--- src/hw/ext_line_ctrl_pkg.sv ---
/*
  Constants, register map and state types for the external line trigger block.
  Assumes a single 100 MHz bus clock and an AHB-Lite slave window of 256 bytes.
*/
package ext_line_ctrl_pkg;

  localparam int unsigned NUM_LINES = 32;
  localparam int unsigned ADDR_W = 8;

  typedef logic [NUM_LINES-1:0] line_vec_t;
  typedef logic [ADDR_W-1:0] reg_addr_t;

  // register byte offsets
  localparam reg_addr_t OFS_IRQ_UNMASK = 8'h00;
  localparam reg_addr_t OFS_EV_UNMASK = 8'h04;
  localparam reg_addr_t OFS_RISE_SEL = 8'h08;
  localparam reg_addr_t OFS_FALL_SEL = 8'h0C;
  localparam reg_addr_t OFS_SOFT_TRIG = 8'h10;
  localparam reg_addr_t OFS_PENDING = 8'h14;
  localparam reg_addr_t OFS_IRQ_STATUS = 8'h18;
  localparam reg_addr_t OFS_IRQ_MASK = 8'h1C;

  // values after reset
  localparam line_vec_t RST_CTRL = 32'h00000000;
  localparam line_vec_t RST_PENDING = 32'h00000000;
  localparam logic [31:0] RST_RDATA = 32'h00000000;

  // bus encodings
  localparam logic [2:0] HSIZE_WORD = 3'h2;
  localparam logic HRESP_OKAY = 1'b0;

  typedef enum logic [0:0] {
    PH_IDLE = 1'b0,
    PH_WRITE = 1'b1
  } bus_phase_e;

  typedef struct packed {
    bus_phase_e phase;
    reg_addr_t wr_addr;
    line_vec_t irq_unmask;
    line_vec_t ev_unmask;
    line_vec_t rise_sel;
    line_vec_t fall_sel;
    line_vec_t soft_trig;
    line_vec_t pending;
    line_vec_t irq_status;
    line_vec_t irq_mask;
    line_vec_t line_event;
    logic [31:0] hrdata;
    logic after_rst;
  } ctrl_state_s;

  typedef struct packed {
    line_vec_t sample;
    line_vec_t prev;
    logic primed1;
    logic primed2;
  } edge_state_s;

  // exact match of a word-aligned register offset
  function automatic logic is_reg(input reg_addr_t addr, input reg_addr_t ofs);
    is_reg = (addr == ofs);
  endfunction

endpackage

--- src/hw/ext_line_ctrl.sv ---
/*
  External line trigger controller: edge selection, software trigger, pending
  flags, per-line interrupt and event requests, and a summary interrupt.
  Assumes an AHB-Lite master with word transfers and synchronous line inputs.
*/
// The AHB-Lite interface to the registers was decided locally.
module ext_line_ctrl
  import ext_line_ctrl_pkg::*;
(
  // clock and reset
  input wire logic hclk,
  input wire logic hresetn,
  // ahb-lite slave
  input wire logic hsel,
  input wire logic [31:0] haddr,
  input wire logic [1:0] htrans,
  input wire logic hwrite,
  input wire logic [2:0] hsize,
  input wire logic [31:0] hwdata,
  input wire logic hready,
  output logic hreadyout,
  output logic hresp,
  output logic [31:0] hrdata,
  // line sources
  input wire line_vec_t line_in,
  // requests
  output line_vec_t line_irq,
  output line_vec_t line_event,
  output logic irq
);

  ctrl_state_s s;
  ctrl_state_s next_s;

  line_vec_t rise_pulse;
  line_vec_t fall_pulse;
  line_vec_t rise_hit;
  line_vec_t fall_hit;
  line_vec_t soft_pulse;
  line_vec_t soft_clr;
  line_vec_t pend_w1c;
  line_vec_t trig;
  line_vec_t irq_hit;
  logic addr_phase;
  logic wr_now;
  logic rd_status;
  logic [31:0] rd_val;

  line_edge_detect u_edge (
    .hclk(hclk),
    .hresetn(hresetn),
    .line_in(line_in),
    .rise_pulse(rise_pulse),
    .fall_pulse(fall_pulse)
  );

  always_comb begin
    next_s = s;
    addr_phase = hsel && htrans[1] && hready;
    wr_now = (s.phase == PH_WRITE);
    rise_hit = rise_pulse & s.rise_sel;
    fall_hit = fall_pulse & s.fall_sel;
    soft_pulse = (wr_now && is_reg(s.wr_addr, OFS_SOFT_TRIG)) ? (hwdata & ~s.soft_trig) : '0;
    soft_clr = (wr_now && is_reg(s.wr_addr, OFS_SOFT_TRIG)) ? ~hwdata : '0;
    pend_w1c = (wr_now && is_reg(s.wr_addr, OFS_PENDING)) ? hwdata : '0;
    trig = rise_hit | fall_hit | soft_pulse;
    irq_hit = trig & s.irq_unmask;
    rd_status = 1'b0;
    rd_val = '0;

    // data phase of a write
    if (wr_now) begin
      case (s.wr_addr)
        OFS_IRQ_UNMASK: begin
          next_s.irq_unmask = hwdata;
        end
        OFS_EV_UNMASK: begin
          next_s.ev_unmask = hwdata;
        end
        OFS_RISE_SEL: begin
          next_s.rise_sel = hwdata;
        end
        OFS_FALL_SEL: begin
          next_s.fall_sel = hwdata;
        end
        OFS_SOFT_TRIG: begin
          next_s.soft_trig = hwdata;
        end
        OFS_IRQ_MASK: begin
          next_s.irq_mask = hwdata;
        end
        default: begin
        end
      endcase
    end

    next_s.pending = (s.pending & ~pend_w1c) | trig;
    // clearing a flag also drops its soft request
    next_s.soft_trig = next_s.soft_trig & ~pend_w1c;
    next_s.line_event = trig & s.ev_unmask;

    next_s.phase = PH_IDLE;
    if (addr_phase) begin
      next_s.wr_addr = haddr[ADDR_W-1:0];
      // sub-word writes are dropped
      if (hwrite && hsize == HSIZE_WORD) begin
        next_s.phase = PH_WRITE;
      end
      if (!hwrite) begin
        case (haddr[ADDR_W-1:0])
          OFS_IRQ_UNMASK: begin
            rd_val = next_s.irq_unmask;
          end
          OFS_EV_UNMASK: begin
            rd_val = next_s.ev_unmask;
          end
          OFS_RISE_SEL: begin
            rd_val = next_s.rise_sel;
          end
          OFS_FALL_SEL: begin
            rd_val = next_s.fall_sel;
          end
          OFS_SOFT_TRIG: begin
            rd_val = next_s.soft_trig;
          end
          OFS_PENDING: begin
            rd_val = next_s.pending;
          end
          OFS_IRQ_STATUS: begin
            rd_val = s.irq_status;
            rd_status = 1'b1;
          end
          OFS_IRQ_MASK: begin
            rd_val = next_s.irq_mask;
          end
          default: begin
            rd_val = '0;
          end
        endcase
        next_s.hrdata = rd_val;
      end
    end

    // read clears, a same-cycle event survives
    next_s.irq_status = (rd_status ? '0 : s.irq_status) | irq_hit;
    next_s.after_rst = 1'b1;
  end

  always_ff @(posedge hclk or negedge hresetn) begin
    if (!hresetn) begin
      s.phase <= PH_IDLE;
      s.wr_addr <= '0;
      s.irq_unmask <= RST_CTRL;
      s.ev_unmask <= RST_CTRL;
      s.rise_sel <= RST_CTRL;
      s.fall_sel <= RST_CTRL;
      s.soft_trig <= RST_CTRL;
      s.pending <= RST_PENDING;
      s.irq_status <= RST_CTRL;
      s.irq_mask <= RST_CTRL;
      s.line_event <= RST_CTRL;
      s.hrdata <= RST_RDATA;
      s.after_rst <= 1'b0;
    end else begin
      s <= next_s;
    end
  end

  assign hreadyout = 1'b1;
  assign hresp = HRESP_OKAY;
  assign hrdata = s.hrdata;
  assign line_irq = s.pending & s.irq_unmask;
  assign line_event = s.line_event;
  assign irq = |(s.irq_status & s.irq_mask);

  // helpers for checks
  line_vec_t ign_fall;
  line_vec_t ign_rise;
  line_vec_t clr_only;
  line_vec_t keep_bits;
  line_vec_t ev_hit;
  logic pend_wr;
  assign ign_fall = fall_pulse & ~s.fall_sel & ~s.pending & ~soft_pulse;
  assign ign_rise = rise_pulse & ~s.rise_sel & ~s.pending & ~soft_pulse;
  assign clr_only = pend_w1c & ~trig;
  assign keep_bits = ~pend_w1c;
  assign ev_hit = trig & s.ev_unmask;
  assign pend_wr = wr_now && is_reg(s.wr_addr, OFS_PENDING);
endmodule

--- src/hw/line_edge_detect.sv ---
/*
  Per-line edge detector: samples every line on the clock and flags changes.
  Assumes line inputs are already synchronous to hclk.
*/
module line_edge_detect
  import ext_line_ctrl_pkg::*;
(
  // clock and reset
  input wire logic hclk,
  input wire logic hresetn,
  // lines
  input wire line_vec_t line_in,
  // one-cycle edge flags
  output line_vec_t rise_pulse,
  output line_vec_t fall_pulse
);

  edge_state_s s;
  edge_state_s next_s;

  always_comb begin
    next_s = s;
    next_s.sample = line_in;
    next_s.prev = s.sample;
    next_s.primed1 = 1'b1;
    next_s.primed2 = s.primed1;
  end

  always_ff @(posedge hclk or negedge hresetn) begin
    if (!hresetn) begin
      s <= '0;
    end else begin
      s <= next_s;
    end
  end

  // no edge until two samples exist
  assign rise_pulse = s.primed2 ? (s.sample & ~s.prev) : '0;
  assign fall_pulse = s.primed2 ? (~s.sample & s.prev) : '0;
endmodule

--- config.mk ---
export PLATFORM = sky130hd
export DESIGN_NAME = ext_line_ctrl
export DESIGN_NICKNAME = d
export VERILOG_FILES = /design/src/hw/ext_line_ctrl_pkg.sv /design/src/hw/ext_line_ctrl.sv /design/src/hw/line_edge_detect.sv
export SDC_FILE = /design/constraint.sdc
export NUM_CORES = 1
export LEC_CHECK = 0
export ABC_AREA = 1
export BUFFER_PORTS_ARGS = -buffer_cell sky130_fd_sc_hd__buf_2
export CORE_ASPECT_RATIO = 0.7
export CORE_MARGIN = 8
export CORE_UTILIZATION = 29
export DETAILED_ROUTE_END_ITERATION = 7
export PLACE_DENSITY = 0.57
export SETUP_SLACK_MARGIN = 0.2
export SYNTH_ARGS = -nofsm -noshare
export SYNTH_HDL_FRONTEND = slang
export SYNTH_SLANG_ARGS = --single-unit
--- constraint.sdc ---
create_clock -name hclk -period 1.6 [get_ports hclk]
set_clock_uncertainty 0.15 [all_clocks]
set_input_delay 0.08 -clock hclk [delete_from_list [all_inputs] [get_ports hclk]]
set_output_delay 0.08 -clock hclk [all_outputs]
set_load 0.01 [all_outputs]
==> reports/metrics.cfg <==
[setup_path]
critical_path_buf_inv_count=4
slowest_stage=sky130_fd_sc_hd__dfrtp_1
worstPathMaxFanout=8
crit_path_max_incr_delay_ns=0.42
crit_path_start_kind=register
crit_path_frequent_cell=sky130_fd_sc_hd__buf_6
critical_path.cell_chain=nor2_4, buf_6, buf_6, nand2_8, nor2_4, buf_6, buf_16, nand2_4, nand3_2, nand2_2, nor2_2, nand3_1, nand2_1, nand2_1
worstPathArrival_ns=2.75
required_ns=1.92
crit_type=register to register
worstSetupEndpointType=register
top_delay_family_on_crit_path=simple AND/OR/NAND/NOR gates

[synth]
synth-edff-count=0
synth.top_cell.area_share_pct=50.1
synth.avg_cell_area_um2=7.68
yosys_warnings=0
netlist_instances=2569
async_reset_ff_share_pct=100
ys.flop_type=sky130_fd_sc_hd__dfrtp_1
netlist.top_cell.by_area=sky130_fd_sc_hd__dfrtp_1
synth_cell_type_count=27
synth.top_cells.by_area=sky130_fd_sc_hd__dfrtp_1, sky130_fd_sc_hd__nand2_1, sky130_fd_sc_hd__nand3_1
ys_seq_elements=395
post_synth_instance_area_um2=19700
sequential_share_of_the_synthesized_area_pct=50.1

[sta]
maxSlewHeadroom_pct=63.3
max_clock_freq_mhz=412
tightestPinTransition_ns=0.551
finalHoldViolCount=22
period_minus_ws_final_ns=2.43
setup_viol=321
final.hold.worst_slack_ns=-0.0244
rsz_0062_raised_after_global_routing=true
tns_ns=-123.36
layout_setup_ws_ns=-0.830
report.final.slew_viol_count=0
layout_worst_path_cycle_share_pct=152

[detailed_routing]
maxUsedRoutingLayer=met4
detailroute.via_count=20600
total_length_of_routed_met2_wires_um=40400
dr.first_iter.drc_count=2062
drtAntennaViolNets=0
drt_drc_violations_left=0
met1Wirelength_um=36700
drt_pass1_iterations=6
met3_wirelength_um=9190
routed_wl_um=89700
routedWlPerCell_um=21.9
drt-vias-per-instance=5.04

[floorplanning]
die_y_um=234
coreArea_um2=67700
fp.dieArea_um2=76700
initial_standard_cell_utilization_of_the_core_pct=29.1
die-width_um=328
floorplan.io_pins=205
rows=80

[power_and_ir_drop]
peak_supply_drop_v=0.000783
power.static_leakage_nw=16.7
power.share.clock_pct=46.3
total_power_mw=22.8
power_frac_seq_pct=45.1
power_density_nw_per_um2=681
pwr-share-comb_pct=8.6
internal-power_mw=17.0
total_switching_power_mw=5.83
p_sw_share_pct=25.6

[flow_run]
maxCapViolCount=0

[place]
dp_cells=3754
port_buffers=177
gpl.final_weighted_congestion=0.890
dpl.hpwl_um=51600

[clocking]
insertion_delay_ns=0.59
cts_max_path_buffers=3
cts.clk_slew.worst_paths_ns=0.07
ctsHtreeMaxLevel=2
cts_inserted_buffers=42
cts_tree=yes
clockRootBuffer=sky130_fd_sc_hd__clkbuf_16
cts.sink_count=395

[run_status]
run_status=finished with violations
failed_checks=hold timing, setup timing

[finish]
multiInputGateArea_um2=11600
most-common-layout-cells=sky130_fd_sc_hd__dfrtp_1, sky130_fd_sc_hd__nand2_1, sky130_fd_sc_hd__inv_1
syn_to_final_growth_pct=69.7
fraction_of_layout_cells_with_a_size_suffix_above_1_pct=48.4
register_area_um2=9890
layoutNonFillerInstCount=4095
design.final.nets=3264
layout_commonest_cell=sky130_fd_sc_hd__dfrtp_1
layout.filler_cells=6017

[global_route]
grt_first_pass_wirelength_um=127000
number_of_global_route_vias_before_repair=20300
antenna_found_initial=3
global_route.usage.total_pct=21.7
grt_remaining_overflow=0
grt_max_degree=75

[worst_hold_path]
hold_path.class=input pin to register

-- through the flow --
| stage | util (%) | cell area [um2] | worst slack, ns |
|---|---|---|---|
| after global placement | 35.0 | 23700 | -0.461 |
| final | 49.4 | 33500 | -0.830 |
| after global routing | 49.4 | 33500 | -0.832 |
| after CTS | 45.9 | 31100 | -0.697 |
| after floorplan | - | 19900 | -0.118 |
| after detailed placement | 35.0 | 23700 | -0.440 |
-- final timing paths --
kind	startpoint	end	slack (ns)	cells past startpoint
max	s[322]$_DFFE_PN0P_	hrdata[23]$_DFFE_PN0P_	-0.83	14
min	htrans[1]	hrdata[31]$_DFFE_PN0P_	-0.02	6
max reg2reg	s[322]$_DFFE_PN0P_	hrdata[23]$_DFFE_PN0P_	-0.83	14
min reg2reg	u_edge.next_s[0]$_DFF_PN0_	u_edge.s[0]$_DFF_PN0_	0.23	0
max in group asynchronous	hresetn	hrdata[20]$_DFFE_PN0P_	0.35	5
min in group asynchronous	hresetn	hrdata[1]$_DFFE_PN0P_	0.07	3
-- routing by layer --
layer	global-route usage, %	vias up
li1	-	9132
met1	29.2	10200
met2	34.0	1062
met3	5.73	248
met4	6.74	0
met5	0	-
-- sequential cells by signal, indices dropped and copies added, names as in the netlist --
signal         flops
u_edge.next_s     33
wr_now             1
hrdata            32
s                264
line_event        32
u_edge.s          33
-- kinds of logic (layout without fill, tap and decap cells) --
group           after synthesis  count (layout)  synth area share, %
simple gates               1510            1510                 34.2
compound gates              122             122                 3.41
flops                       395             395                 50.1
buf+inv                     540            1161                 12.2
other cells                   2               5               0.0381
-- area by class of cell --
type	instances	share of cell area, %
Inverter	375	4.30
Antenna cell	2	0.0150
Timing Repair Buffer	709	23.6
Clock inverter	22	0.726
Tap cell	902	3.37
Clock buffer	55	3.62
Sequential cell	395	29.6
Multi-Input combinational cell	1635	34.8
-- cell usage after synthesis, types with 3 or more instances --
cell / n
sky130_fd_sc_hd__a21oi_1: 36
sky130_fd_sc_hd__and2_1: 135
sky130_fd_sc_hd__buf_1: 4
sky130_fd_sc_hd__buf_2: 50
sky130_fd_sc_hd__buf_4: 85
sky130_fd_sc_hd__clkbuf_1: 26
sky130_fd_sc_hd__dfrtp_1: 395
sky130_fd_sc_hd__inv_1: 370
sky130_fd_sc_hd__inv_2: 4
sky130_fd_sc_hd__nand2_1: 751
sky130_fd_sc_hd__nand3_1: 407
sky130_fd_sc_hd__nand3_2: 3
sky130_fd_sc_hd__nand3b_1: 32
sky130_fd_sc_hd__nor2_1: 156
sky130_fd_sc_hd__nor2_2: 13
sky130_fd_sc_hd__nor2_4: 3
sky130_fd_sc_hd__nor4_1: 4
sky130_fd_sc_hd__o21ai_0: 40
sky130_fd_sc_hd__o21bai_1: 4
sky130_fd_sc_hd__o22ai_1: 42
-- power by group through the flow --
stage	logic [mW]	clock network (mW)	registers [mW]
floorplan	0.445	0	10.4
global placement	1.23	0	10.4
detailed placement	1.23	0	10.4
CTS	1.78	10.6	10.3
global route	2.09	11.0	10.3
finish	1.96	10.6	10.3
-- worst min-delay path, stage by stage --
cell	delay, ns
sky130_fd_sc_hd__buf_2	0.10
sky130_fd_sc_hd__nand3_2	0.08
sky130_fd_sc_hd__nor2_4	0.05
sky130_fd_sc_hd__buf_12	0.21
sky130_fd_sc_hd__nand2_1	0.10
sky130_fd_sc_hd__nand2_1	0.04
-- what timing repair did --
item | in CTS | in global routing
cloned | 36 | 3
buffers inserted | 71 | 46
hold buffers | 106 | 1
pin swaps | 281 | 246
gates resized for setup | 912 | 494
hold endpoints to repair | 685 | 6
setup endpoints to repair | 356 | 664
Power figures use the tool's default switching activity.
